File: config.mk
export PLATFORM = sky130hd
export DESIGN_NAME = cac_counter_array
export DESIGN_NICKNAME = d
export VERILOG_FILES = /design/src/rtl/cac_pkg.sv /design/src/rtl/cac_counter_array.sv
export SDC_FILE = /design/constraint.sdc
export NUM_CORES = 1
export LEC_CHECK = 0
export BUFFER_PORTS_ARGS = -buffer_cell sky130_fd_sc_hd__buf_2
export CAP_MARGIN = 40
export CORE_MARGIN = 2
export CORE_UTILIZATION = 60
export DETAILED_ROUTE_END_ITERATION = 8
export PLACE_DENSITY_LB_ADDON = 0.05
export REMOVE_ABC_BUFFERS = 1
export SYNTH_ARGS = -nofsm -noshare
export SYNTH_HDL_FRONTEND = slang
export SYNTH_SLANG_ARGS = --single-unit
File: constraint.sdc
create_clock -name clk -period 4.6 [get_ports clk]
set_input_delay 0.92 -clock clk [delete_from_list [all_inputs] [get_ports clk]]
set_output_delay 0.92 -clock clk [all_outputs]
set_load 0.1 [all_outputs]
File: src/rtl/cac_pkg.sv
package cac_pkg;

    // ==========================================================
    // Register addresses
    localparam logic [7:0] CAC_ADDR_CTRL  = 8'hD8;
    localparam logic [7:0] CAC_ADDR_MODE  = 8'hD9;
    localparam logic [7:0] CAC_ADDR_CNT_L = 8'hF9;
    localparam logic [7:0] CAC_ADDR_CNT_H = 8'hFA;
    // Index n of each array is module n
    localparam logic [4:0][7:0] CAC_ADDR_MMODE = {8'hDE, 8'hDD, 8'hDC, 8'hDB, 8'hDA};
    localparam logic [4:0][7:0] CAC_ADDR_CMP_L = {8'hFD, 8'hED, 8'hEB, 8'hE9, 8'hFB};
    localparam logic [4:0][7:0] CAC_ADDR_CMP_H = {8'hFE, 8'hEE, 8'hEC, 8'hEA, 8'hFC};

    // ==========================================================
    // Field positions
    localparam int CAC_CTRL_CF   = 7;
    localparam int CAC_CTRL_CR   = 6;
    localparam int CAC_MD_IDLE   = 7;
    localparam int CAC_MD_WATCHDOG_ENABLE   = 6;
    localparam int CAC_MD_LOCK   = 5;
    localparam int CAC_MD_TB_LO  = 1;
    localparam int CAC_MD_ECF    = 0;
    localparam int CAC_NUM_MOD   = 5;
    localparam int CAC_WD_MOD    = 4;

    // ==========================================================
    // Reset values
    localparam logic [7:0] CAC_CTRL_RST = 8'h00;
    localparam logic [7:0] CAC_MODE_RST = 8'h40;
    localparam logic [7:0] CAC_MMOD_RST = 8'h00;
    localparam logic [15:0] CAC_CNT_RST = 16'h0000;

    // ==========================================================
    // Timebase codes and prescale counts
    localparam logic [2:0] CAC_TB_DIV12 = 3'h0;
    localparam logic [2:0] CAC_TB_DIV4  = 3'h1;
    localparam logic [2:0] CAC_TB_T0OV  = 3'h2;
    localparam logic [2:0] CAC_TB_ECI   = 3'h3;
    localparam logic [2:0] CAC_TB_SYS   = 3'h4;
    localparam logic [2:0] CAC_TB_OSC8  = 3'h5;
    localparam logic [3:0] CAC_PRE_LAST = 4'hB;
    localparam logic [1:0] CAC_DIV4_LAST = 2'h3;

    // ==========================================================
    // Module mode layout
    typedef struct packed {
        logic wide;
        logic cmp_en;
        logic rise_cap;
        logic fall_cap;
        logic match_en;
        logic toggle_en;
        logic mod_en;
        logic flag_irq_en;
    } cac_mmode_t;

endpackage

File: src/rtl/cac_counter_array.sv
`timescale 1ns/100ps
// What this block does
// - Overflow flag sets when the shared counter wraps from FFFF to 0000.
// - Hardware never clears flags; software clears them by writing zero.
// - Interrupt request rises while overflow flag and its enable are both one.
// - Shared counter advances only while run control or the watchdog enable is one.
// - Each module's flag, bits 0 to 4, sets on its match or capture, except module 4 under watchdog.
// - Interrupt request rises while a module flag and its enable are one.
// - Control bit 5 and mode bit 4 read zero and ignore writes.
// - With idle suspend set, the counter halts while the processor idles.
// - Watchdog enable makes module 4 the watchdog; clear disables it.
// - Lock bit enables the watchdog; disabling refused until system reset.
// - Timebase field picks sysclk/12, /4, timer0, external falls, sysclk, osc/8.
// - External input counts falling edges; source stays below sysclk/4.
// - Oscillator divided-by-8 timebase is synchronised before counting.
// - While the watchdog is enabled, mode register writes change only the watchdog enable and lock bits.
// - Wide select chooses 16-bit modulation, else 8-bit.
// - A module's comparator works only while its compare enable is one.
// - Capture on rising pin edge or falling edge per the two enables.
// - Match enable sets the module flag when counter equals compare value.
// - Toggle enable inverts the output pin when counter equals compare value.
// - Toggle plus modulation enable gives frequency output mode.
// - Modulation enable drives a pulse width waveform on the output pin.
// - Counter readable as low and high byte registers; writable only while the watchdog is disabled.
// - Compare low write clears compare enable; high write sets it, except on module 4 under watchdog.
// - Watchdog resets when low byte overflows while module 4 high matches.
// - Watchdog high write loads counter high plus module 4 low offset.
// - Writing one to module 4 flag under watchdog forces reset.
module cac_counter_array (
    input  wire logic        clk,
    input  wire logic        rst_b,
    input  wire logic [7:0]  sfr_addr,
    input  wire logic        sfr_wr,
    input  wire logic        sfr_rd,
    input  wire logic [7:0]  sfr_wdata,
    output logic      [7:0]  sfr_rdata,
    input  wire logic        cpu_idle,
    input  wire logic        timer0_ovf,
    input  wire logic        external_count_input,
    input  wire logic        ext_osc_div8,
    input  wire logic [4:0]  module_pin_in,
    output logic      [4:0]  module_output_pin,
    output logic             irq,
    output logic             wdt_reset
);

    // ==========================================================
    // Registers
    logic [7:0]              rdata_ff;
    logic                    cf_ff;
    logic                    run_ff;
    logic [4:0]              mflag_ff;
    logic                    idle_ff;
    logic                    watchdog_enable_ff;
    logic                    lock_ff;
    logic [2:0]              tb_ff;
    logic                    ecf_ff;
    logic [15:0]             cnt_ff;
    logic [3:0]              pre_ff;
    logic                    eci_prev_ff;
    logic [2:0]              osc_sync_ff;
    logic [4:0]              pin_prev_ff;
    logic [4:0]              pin_ff;
    logic                    irq_ff;
    logic                    wdt_rst_ff;
    cac_pkg::cac_mmode_t     mmode_ff [5];
    logic [15:0]             cmp_ff   [5];

    logic                    wdt_en;
    logic                    src_pulse;
    logic                    tick;
    logic [15:0]             cnt_inc;
    logic                    low_ovf;
    logic                    full_ovf;
    logic                    wr_ctrl;
    logic                    wr_mode;
    logic [4:0]              mflag_set;
    logic [7:0]              nxt_rdata;

    assign wdt_en   = watchdog_enable_ff | lock_ff;
    assign wr_ctrl  = sfr_wr && (sfr_addr == cac_pkg::CAC_ADDR_CTRL);
    assign wr_mode  = sfr_wr && (sfr_addr == cac_pkg::CAC_ADDR_MODE);
    assign cnt_inc  = 16'(cnt_ff + 16'h0001);
    assign low_ovf  = tick && (cnt_ff[7:0] == 8'hFF);
    assign full_ovf = tick && (cnt_ff == 16'hFFFF);

    // ==========================================================
    // Timebase
    always_ff @(posedge clk)
    begin
        if (!rst_b)
            pre_ff <= 4'h0;
        else if (pre_ff == cac_pkg::CAC_PRE_LAST)
            pre_ff <= 4'h0;
        else
            pre_ff <= 4'(pre_ff + 4'h1);
    end

    always_ff @(posedge clk)
    begin
        if (!rst_b)
        begin
            eci_prev_ff <= 1'b0;
            osc_sync_ff <= 3'h0;
            pin_prev_ff <= 5'h00;
        end
        else
        begin
            eci_prev_ff <= external_count_input;
            osc_sync_ff <= {osc_sync_ff[1:0], ext_osc_div8};
            pin_prev_ff <= module_pin_in;
        end
    end

    always_comb
    begin
        case (tb_ff)
            cac_pkg::CAC_TB_DIV12: src_pulse = (pre_ff == cac_pkg::CAC_PRE_LAST);
            cac_pkg::CAC_TB_DIV4:  src_pulse = (pre_ff[1:0] == cac_pkg::CAC_DIV4_LAST);
            cac_pkg::CAC_TB_T0OV:  src_pulse = timer0_ovf;
            cac_pkg::CAC_TB_ECI:   src_pulse = eci_prev_ff & ~external_count_input;
            cac_pkg::CAC_TB_SYS:   src_pulse = 1'b1;
            cac_pkg::CAC_TB_OSC8:  src_pulse = osc_sync_ff[1] & ~osc_sync_ff[2];
            default:               src_pulse = 1'b0;
        endcase
    end

    // Watchdog forces the counter on; idle suspend overrides everything
    assign tick = src_pulse && (run_ff || wdt_en) && !(idle_ff && cpu_idle);

    // ==========================================================
    // Shared counter
    always_ff @(posedge clk)
    begin
        if (!rst_b)
            cnt_ff <= cac_pkg::CAC_CNT_RST;
        else if (sfr_wr && !wdt_en && sfr_addr == cac_pkg::CAC_ADDR_CNT_L)
            cnt_ff[7:0] <= sfr_wdata;
        else if (sfr_wr && !wdt_en && sfr_addr == cac_pkg::CAC_ADDR_CNT_H)
            cnt_ff[15:8] <= sfr_wdata;
        else if (tick)
            cnt_ff <= cnt_inc;
    end

    // ==========================================================
    // Control register; a hardware set wins over a software clear
    always_ff @(posedge clk)
    begin
        if (!rst_b)
        begin
            cf_ff    <= cac_pkg::CAC_CTRL_RST[cac_pkg::CAC_CTRL_CF];
            run_ff   <= cac_pkg::CAC_CTRL_RST[cac_pkg::CAC_CTRL_CR];
            mflag_ff <= cac_pkg::CAC_CTRL_RST[4:0];
        end
        else
        begin
            cf_ff    <= (wr_ctrl ? sfr_wdata[cac_pkg::CAC_CTRL_CF] : cf_ff) | full_ovf;
            mflag_ff <= (wr_ctrl ? sfr_wdata[4:0] : mflag_ff) | mflag_set;
            if (wr_ctrl)
                run_ff <= sfr_wdata[cac_pkg::CAC_CTRL_CR];
        end
    end

    // ==========================================================
    // Mode register
    always_ff @(posedge clk)
    begin
        if (!rst_b)
        begin
            idle_ff <= cac_pkg::CAC_MODE_RST[cac_pkg::CAC_MD_IDLE];
            watchdog_enable_ff <= cac_pkg::CAC_MODE_RST[cac_pkg::CAC_MD_WATCHDOG_ENABLE];
            lock_ff <= cac_pkg::CAC_MODE_RST[cac_pkg::CAC_MD_LOCK];
            tb_ff   <= cac_pkg::CAC_MODE_RST[cac_pkg::CAC_MD_TB_LO +: 3];
            ecf_ff  <= cac_pkg::CAC_MODE_RST[cac_pkg::CAC_MD_ECF];
        end
        else if (wr_mode && wdt_en)
        begin
            // Only the watchdog enable and lock bits move while the watchdog runs
            watchdog_enable_ff <= sfr_wdata[cac_pkg::CAC_MD_WATCHDOG_ENABLE] | lock_ff;
            lock_ff <= lock_ff | sfr_wdata[cac_pkg::CAC_MD_LOCK];
        end
        else if (wr_mode)
        begin
            idle_ff <= sfr_wdata[cac_pkg::CAC_MD_IDLE];
            watchdog_enable_ff <= sfr_wdata[cac_pkg::CAC_MD_WATCHDOG_ENABLE] | sfr_wdata[cac_pkg::CAC_MD_LOCK];
            lock_ff <= sfr_wdata[cac_pkg::CAC_MD_LOCK];
            tb_ff   <= sfr_wdata[cac_pkg::CAC_MD_TB_LO +: 3];
            ecf_ff  <= sfr_wdata[cac_pkg::CAC_MD_ECF];
        end
    end

    // ==========================================================
    // Capture/compare modules
    for (genvar i = 0; i < cac_pkg::CAC_NUM_MOD; i++)
    begin : g_mod
        logic wd_mod;
        logic match16;
        logic match8;
        logic cap_evt;
        logic wr_mm;
        logic wr_lo;
        logic wr_hi;

        assign wd_mod  = (i == cac_pkg::CAC_WD_MOD) && wdt_en;
        assign wr_mm   = sfr_wr && (sfr_addr == cac_pkg::CAC_ADDR_MMODE[i]);
        assign wr_lo   = sfr_wr && (sfr_addr == cac_pkg::CAC_ADDR_CMP_L[i]);
        assign wr_hi   = sfr_wr && (sfr_addr == cac_pkg::CAC_ADDR_CMP_H[i]);
        assign match16 = tick && mmode_ff[i].cmp_en && (cnt_inc == cmp_ff[i]);
        assign match8  = tick && mmode_ff[i].cmp_en && (cnt_inc[7:0] == cmp_ff[i][7:0]);
        assign cap_evt = !wd_mod && ((mmode_ff[i].rise_cap && module_pin_in[i] && !pin_prev_ff[i])
                         || (mmode_ff[i].fall_cap && !module_pin_in[i] && pin_prev_ff[i]));
        assign mflag_set[i] = !wd_mod && (cap_evt || (mmode_ff[i].match_en &&
                              ((mmode_ff[i].mod_en && !mmode_ff[i].wide) ? match8 : match16)));

        always_ff @(posedge clk)
        begin
            if (!rst_b)
            begin
                mmode_ff[i] <= cac_pkg::CAC_MMOD_RST;
                cmp_ff[i]   <= 16'h0000;
            end
            else
            begin
                if (wr_mm && !(i == cac_pkg::CAC_WD_MOD && wdt_en))
                    mmode_ff[i] <= sfr_wdata;
                if (wr_lo)
                begin
                    cmp_ff[i][7:0]     <= sfr_wdata;
                    mmode_ff[i].cmp_en <= wd_mod & mmode_ff[i].cmp_en;
                end
                if (wr_hi && wd_mod)
                    cmp_ff[i][15:8] <= 8'(cnt_ff[15:8] + cmp_ff[i][7:0]);
                else if (wr_hi)
                begin
                    cmp_ff[i][15:8]    <= sfr_wdata;
                    mmode_ff[i].cmp_en <= 1'b1;
                end
                if (!wd_mod && mmode_ff[i].mod_en && mmode_ff[i].toggle_en && match8)
                    cmp_ff[i][7:0] <= 8'(cmp_ff[i][7:0] + cmp_ff[i][15:8]);
                else if (!wd_mod && mmode_ff[i].mod_en && !mmode_ff[i].wide && low_ovf)
                    cmp_ff[i][7:0] <= cmp_ff[i][15:8];
                if (cap_evt)
                    cmp_ff[i] <= cnt_ff;
            end
        end

        always_ff @(posedge clk)
        begin
            if (!rst_b)
                pin_ff[i] <= 1'b0;
            else if (wd_mod)
                pin_ff[i] <= 1'b0;
            else if (mmode_ff[i].mod_en && mmode_ff[i].toggle_en)
                pin_ff[i] <= pin_ff[i] ^ match8;
            else if (mmode_ff[i].mod_en && !mmode_ff[i].cmp_en)
                pin_ff[i] <= 1'b0;
            else if (mmode_ff[i].mod_en && mmode_ff[i].wide)
            begin
                if (match16)
                    pin_ff[i] <= 1'b1;
                else if (full_ovf)
                    pin_ff[i] <= 1'b0;
            end
            else if (mmode_ff[i].mod_en)
            begin
                if (match8)
                    pin_ff[i] <= 1'b1;
                else if (low_ovf)
                    pin_ff[i] <= 1'b0;
            end
            else if (mmode_ff[i].toggle_en && match16)
                pin_ff[i] <= ~pin_ff[i];
        end
    end

    // ==========================================================
    // Interrupt and watchdog reset
    logic [4:0] mflag_irq;
    for (genvar j = 0; j < cac_pkg::CAC_NUM_MOD; j++)
    begin : g_irq
        assign mflag_irq[j] = mflag_ff[j] & mmode_ff[j].flag_irq_en;
    end

    always_ff @(posedge clk)
    begin
        if (!rst_b)
        begin
            irq_ff     <= 1'b0;
            wdt_rst_ff <= 1'b0;
        end
        else
        begin
            irq_ff     <= (cf_ff & ecf_ff) | (|mflag_irq);
            wdt_rst_ff <= wdt_en && ((low_ovf && cmp_ff[cac_pkg::CAC_WD_MOD][15:8] == cnt_ff[15:8])
                          || (wr_ctrl && sfr_wdata[cac_pkg::CAC_WD_MOD]));
        end
    end

    // ==========================================================
    // Read data
    always_comb
    begin
        nxt_rdata = 8'h00;
        case (sfr_addr)
            cac_pkg::CAC_ADDR_CTRL:  nxt_rdata = {cf_ff, run_ff, 1'b0, mflag_ff};
            cac_pkg::CAC_ADDR_MODE:  nxt_rdata = {idle_ff, watchdog_enable_ff, lock_ff, 1'b0, tb_ff, ecf_ff};
            cac_pkg::CAC_ADDR_CNT_L: nxt_rdata = cnt_ff[7:0];
            cac_pkg::CAC_ADDR_CNT_H: nxt_rdata = cnt_ff[15:8];
            default:                 nxt_rdata = 8'h00;
        endcase
        for (int k = 0; k < cac_pkg::CAC_NUM_MOD; k++)
        begin
            if (sfr_addr == cac_pkg::CAC_ADDR_MMODE[k])
                nxt_rdata = mmode_ff[k];
            if (sfr_addr == cac_pkg::CAC_ADDR_CMP_L[k])
                nxt_rdata = cmp_ff[k][7:0];
            if (sfr_addr == cac_pkg::CAC_ADDR_CMP_H[k])
                nxt_rdata = cmp_ff[k][15:8];
        end
    end

    always_ff @(posedge clk)
    begin
        if (!rst_b)
            rdata_ff <= 8'h00;
        else if (sfr_rd)
            rdata_ff <= nxt_rdata;
    end

    assign sfr_rdata         = rdata_ff;
    assign module_output_pin = pin_ff;
    assign irq               = irq_ff;
    assign wdt_reset         = wdt_rst_ff;

    // ==========================================================
    // Checks
    a_ovf_sets_flag: assert property (@(posedge clk) disable iff (!rst_b)
        full_ovf |=> cf_ff) else $error("overflow flag not set on wrap");
    a_flag_holds: assert property (@(posedge clk) disable iff (!rst_b)
        (cf_ff && !wr_ctrl) |=> cf_ff) else $error("overflow flag cleared by hardware");
    a_irq_ovf: assert property (@(posedge clk) disable iff (!rst_b)
        (cf_ff && ecf_ff) |=> irq) else $error("overflow interrupt missing");
    a_cnt_stopped: assert property (@(posedge clk) disable iff (!rst_b)
        (!run_ff && !wdt_en && !sfr_wr) |=> $stable(cnt_ff)) else $error("counter moved while stopped");
    a_unused_zero: assert property (@(posedge clk) disable iff (!rst_b)
        (sfr_rd && sfr_addr == cac_pkg::CAC_ADDR_CTRL) |=> !sfr_rdata[5])
        else $error("unused control bit read nonzero");
    a_lock_holds: assert property (@(posedge clk) disable iff (!rst_b)
        lock_ff |=> (watchdog_enable_ff && lock_ff)) else $error("locked watchdog disabled");
    a_wd_mode_frozen: assert property (@(posedge clk) disable iff (!rst_b)
        wdt_en |=> $stable(mmode_ff[cac_pkg::CAC_WD_MOD])) else $error("watchdog mode changed");
    a_force_reset: assert property (@(posedge clk) disable iff (!rst_b)
        (wdt_en && wr_ctrl && sfr_wdata[cac_pkg::CAC_WD_MOD]) |=> wdt_reset)
        else $error("forced watchdog reset missing");

endmodule

[Yosys cells after proc, flatten, opt, wreduce, memory -nomap -nowiden]
Memories as Yosys holds them, arrays and structs flattened.
Cells that the tools add are included.
Word-level totals
  bits in writable memories: 120
  output and inout bits: 15
  memories: 2
  input port bits: 29
  register bits: 58
Operators by class
  add/subtract/negate cells: 8
  reduce and logical (&&, ||, !) cells: 165
  eq/ne operators: 50
  multiplexer cells: 215
  bitwise gates (word level): 77
Memories
  cmp_ff: depth 5, width 16, read ports 5, clocked after memory_dff 0, write ports 5, line cac_counter_array.sv:67  | logic [15:0] cmp_ff [5];
  mmode_ff: depth 5, width 8, read ports 5, clocked after memory_dff 0, write ports 5, line cac_counter_array.sv:66  | cac_pkg::cac_mmode_t mmode_ff [5];
Operators with widths (number)
  8-bit two-way mux: 54
  8-bit == test, second input constant: 20
  1-bit two-way mux: 157
  1-bit logical AND: 111
  16-bit == test: 5
  1-bit bitwise OR: 52
  8-bit adder: 6
  8-bit == test: 6
  8-bit one-hot mux with 4 select lines: 1
  6-bit by 3-bit != test with 1-bit output, second input constant: 5
  5-bit != test, second input constant: 5
  5-bit nonzero test: 5
  1-bit zero test: 22
  16-bit by 1-bit adder with 16-bit output, second input constant: 1
  16-bit == test, second input constant: 1
  16-bit two-way mux: 1
  3-bit AND reduction: 5
  1-bit logical OR: 12
  1-bit NOT: 10
  1-bit bitwise AND: 9
  3-bit by 2-bit == test with 1-bit output, second input constant: 2
  3-bit == test, second input constant: 2
  1-bit one-hot mux with 6 select lines: 1
  2-bit AND reduction: 3
  12 further kinds: 19

[Logic depth before layout (Yosys ltp)]
  word-level depth: 17
  mapped depth: 13
  mapped depth without buffers: 12

[Worst setup path before layout]
OpenSTA, ideal clock, no wires.
  path type: input to register
  start point: input cpu_idle
  end point: memory cmp_ff[3][0] (enable)
  data required time: 4.216 ns
  cell stages on the path: 6
  slack: 1.344 ns
  buffers on the path: 0
  arrival time: 2.872 ns
  cell sequence: a221o_1 nor2_1 nand4_1 nor3_2 a21oi_1 o21ai_0
RTL lines
  start: declaration: line cac_counter_array.sv:37  | input wire logic cpu_idle,
  end: declaration: line cac_counter_array.sv:67

[Final worst setup path]
  start point: input sfr_addr[6]
  end point: register rdata_ff[4], in the netlist sfr_rdata[4]
On the way
  word-level cells in the longest chain between the ends: 17
  elaborated cells between the ends (all ways): 35
  those cells by class: eq/ne (19); mux (16)
Ends and longest elaborated chain
  start: declaration: line cac_counter_array.sv:32  | input wire logic [7:0] sfr_addr,
  8-bit == test: line cac_counter_array.sv:304  | case (sfr_addr)
  8-bit one-hot mux with 4 select lines: line cac_counter_array.sv:304
  8-bit two-way mux: line cac_counter_array.sv:313  | if (sfr_addr == cac_pkg::CAC_ADDR_MMODE[k])
  8-bit two-way mux: line cac_counter_array.sv:315  | if (sfr_addr == cac_pkg::CAC_ADDR_CMP_L[k])
  8-bit two-way mux: line cac_counter_array.sv:317  | if (sfr_addr == cac_pkg::CAC_ADDR_CMP_H[k])
  8-bit two-way mux: line cac_counter_array.sv:313
  8-bit two-way mux: line cac_counter_array.sv:315
  8-bit two-way mux: line cac_counter_array.sv:317
  8-bit two-way mux: line cac_counter_array.sv:313
  8-bit two-way mux: line cac_counter_array.sv:315
  8-bit two-way mux: line cac_counter_array.sv:317
  8-bit two-way mux: line cac_counter_array.sv:313
  8-bit two-way mux: line cac_counter_array.sv:315
  8-bit two-way mux: line cac_counter_array.sv:317
  8-bit two-way mux: line cac_counter_array.sv:313
  8-bit two-way mux: line cac_counter_array.sv:315
  8-bit two-way mux (*): line cac_counter_array.sv:317
  end signal: assignment: line cac_counter_array.sv:327  | rdata_ff <= nxt_rdata;
  end: declaration: line cac_counter_array.sv:49  | logic [7:0] rdata_ff;
Every way passes the cells marked *; elsewhere a longest branch is shown, timed or not.
A chain may end at the register's enable or synchronous reset.

==> results by group <==
Critical path
  – R2R cell count: 10
  – Worst Setup Start Kind: primary input
  – Worst setup EP type: flop
  – CP cell instances: buf_2, and3_1, nand2_1, nor2_1, a22oi_1, o21ai_0, a21oi_1, o41ai_1, o2111ai_1, a41oi_1
  – CP peak stage delay: 0.87 ns
  – Critical path type: in -> reg
  – Req. time, crit path: 4.97 ns
  – CP max FO: 15
  – Arrival @ worst endpoint: 4.75 ns
  – Slowest cell on the critical path: o41ai_1

STA
  – Fin. max-slew vios: 0
  – Final Hold Fails: 0
  – Final setup TNS: 0 ns
  – Final setup viols: 0
  – Worst slew pin tran: 0.997 ns
  – Tmin final: 4.38 ns
  – Max Fclk: 228 MHz
  – Clock skew: 0.0156 ns
  – Unrepaired setup endpoints after global routing: no
  – Max-slew headroom: 33.4%
  – Tcrit/Tclk final: 95.2%

Clocking
  – Post-CTS Resized: 0
  – CTS tree: built
  – Cts bufs inserted: 17
  – Post-CTS Setup Repair Bufs: 0
  – CTS sink cnt: 178
  – Reg clk slew, reported paths: 0.08 ns
  – Clk_lat worst skew: 0.45 ns
  – Worst-case clock buffer depth: 2
  – H-tree depth: 4
  – Post-cts hold buffer count: 0
  – Root buffer cell: clkbuf_16

Floorplanning
  – Boundary Pins: 44
  – Core Footprint: 23500 µm²
  – Die Y-Extent: 159 µm
  – Die W: 159 µm
  – Core Rows: 56
  – Die ar.: 25200 µm²
  – Initial Utilization: 61.2%

Layout
  – Area of the multi-input gates: 8940 µm²
  – Share of cells above drive strength 1: 10.8%
  – Most frequent cells in the layout: nand2_1, nor2_1, a21oi_1, edfxtp_1, o21ai_0
  – Fillers: 1987
  – Final Util: 66.5%
  – Register area: 4760 µm²
  – Commonest non-fill, non-tap cell in the layout: nand2_1
  – Area Overhead vs Synth: 8.67%
  – Nets: 1782

Placed design
  – GP Congestion: 1.07
  – IO buf count: 43
  – DP HPWL: 43.6 mm

Run
  – Max cap viols: 0

Global route
  – First-pass GRT wire length: 90.5 mm
  – Total grt overflow: 0
  – Met3 usage: 17.1%
  – Layer with the highest usage: met2
  – Met2 usage in global routing: 71.0%
  – Met1 usage: 63.2%
  – Antenna violations before repair: 3
  – Vias in the first global route: 14300
  – Largest net degree at the start of global routing: 31
  – Overall Global Routing Usage: 49.8%

Power and ir drop
  – Psw: 1.25 mW
  – VDD IR max: 0.000182 V
  – Combinational power share: 13.2%
  – Sw Ratio: 31.7%
  – Power share of the sequential group: 48.2%
  – Pint: 2.69 mW
  – Static Leak: 6.09 nW
  – Pwr dens: 253 nW/µm²
  – Clk network pwr share: 38.6%

Synthesis
  – Mapped Cells: 1694
  – EDFF count, synth: 120
  – Mean post-synth cell area: 8.48 µm²
  – FF+latch count, synth: 178
  – Ys async rst share: 0%
  – Post-Syn Area: 14400 µm²
  – Synth warn: 0
  – Primary FF master, synth: edfxtp_1
  – Unique masters post-synth: 88
  – Post-synthesis sequential area ratio: 33.2%

Detailed routing
  – Drt pass-1 iters: 9
  – Via Count: 15100
  – WL final: 62.1 mm
  – DRC: 0
  – Initial DRC Count: 2281
  – ANT nets after route: 0
  – Vias/cell: 7.42
  – WL/cell: 30.4 µm

Hold path
  – WHS Path Cells: 1
  – Worst min path class: reg -> reg

Outcome
  – Status: complete, no violations
[cell usage after synthesis, drive strengths merged, types with 16 or more instances]
master,number,share of area [%]
edfxtp,120,25
a22oi,31,1.6
nor4,25,1.3
clkbuf,98,2.6
o21ai,106,3.7
and3,43,1.9
dfxtp,58,8.1
a211oi,17,0.89
o22ai,32,1.4
a31oi,20,0.87
a21oi,120,4.2
nand3,45,1.6
a22o,31,1.9
o211ai,16,0.84
inv,40,1.0
nor2,130,3.4
xor2,56,3.4
buf,28,0.91
nand4,22,1.0
and2,29,1.3
a21o,20,1.0
mux2i,24,1.7
nor3,41,1.6
nor2b,23,1.0
ha,44,3.8
nand2b,18,0.78
nand2,180,4.7
xnor2,75,4.7
[critical path: cells and delay by family]
family	cells	cell delay [ns]
AND/OR/NAND/NOR	3	1.77
buffers and inverters	1	0.12
AO/OA/AOI/OAI	6	1.94
[stage by stage]
step | total power [mW] | setup slack (ns) | hold WS, ns | area (µm²) | std cells
2_1_floorplan | 2.19 | 1.06 | 0.412 | 13900 | 1568
3_3_place_gp | 2.41 | 0.218 | 0.421 | 15000 | 2000
3_5_place_dp | 2.42 | 0.219 | 0.426 | 15000 | 2003
4_1_cts | 3.89 | 0.707 | 0.447 | 15600 | 2035
5_1_grt | 4.01 | 0.310 | 0.469 | 15600 | 2035
6_report | 3.94 | 0.220 | 0.444 | 15600 | 2038
[power by group through the flow]
stage	Combinational, mW	Clock, mW	Sequential, mW
6_report	0.521	1.52	1.90
2_1_floorplan	0.289	0	1.90
5_1_grt	0.551	1.56	1.90
3_3_place_gp	0.487	0	1.92
3_5_place_dp	0.500	0	1.92
4_1_cts	0.503	1.50	1.89
[metal layers]
| layer | wire length (µm) | vias up |
|---|---|---|
| li1 | - | 6350 |
| met1 | 21700 | 6984 |
| met2 | 24600 | 1401 |
| met3 | 10400 | 389 |
| met4 | 5300 | 2 |
| met5 | 12 | - |
[kinds of logic (layout without fill, tap and decap cells)]
| group | count (synthesis) | in the layout | share of synthesized area [%] |
|---|---|---|---|
| AND/OR/NAND/NOR | 613 | 613 | 21.8 |
| AO/OA/AOI/OAI | 516 | 516 | 24.0 |
| flip-flops | 178 | 178 | 33.2 |
| buffers and inverters | 167 | 189 | 4.55 |
| XOR/XNOR | 142 | 142 | 9.85 |
| adder cells (fa/ha/maj) | 50 | 50 | 4.67 |
| multiplexers | 28 | 28 | 1.99 |
| other | 0 | 3 | 0 |
[final cells by class]
class	instances	area share, %
diodes	3	0.0481
clock inverters	14	0.866
inverters	41	0.986
flip-flops and latches	178	30.5
multi-input cells	1349	57.3
well taps	319	2.56
repair buffers	116	4.89
clock buffers	18	2.81
[path summary, 6_finish.rpt]
path | from | end | slack (ns)
setup / recovery | sfr_addr[6] | sfr_rdata[4]$_SDFFE_PN0P_ | 0.22
hold / removal | osc_sync_ff[0]$_SDFF_PN0_ | osc_sync_ff[1]$_SDFF_PN0_ | 0.44
setup reg to reg | cnt_ff[5]$_SDFFE_PN0P_ | module_output_pin[4]$_SDFFE_PP0P_ | 0.54
hold reg to reg | osc_sync_ff[0]$_SDFF_PN0_ | osc_sync_ff[1]$_SDFF_PN0_ | 0.44
[state kept, by name, summed over array words and instances, names as in the netlist]
| name | cells |
|---|---|
| cf_ff | 1 |
| cmp_ff | 80 |
| cnt_ff | 16 |
| ecf_ff | 1 |
| eci_prev_ff | 1 |
| idle_ff | 1 |
| irq | 1 |
| lock_ff | 1 |
| mflag_ff | 5 |
| mmode_ff | 40 |
| module_output_pin | 5 |
| osc_sync_ff | 3 |
| pin_prev_ff | 5 |
| pre_ff | 4 |
| run_ff | 1 |
| sfr_rdata | 8 |
| tb_ff | 3 |
| watchdog_enable_ff | 1 |
| wdt_reset | 1 |
No activity file was read; power rests on OpenSTA's default activity.
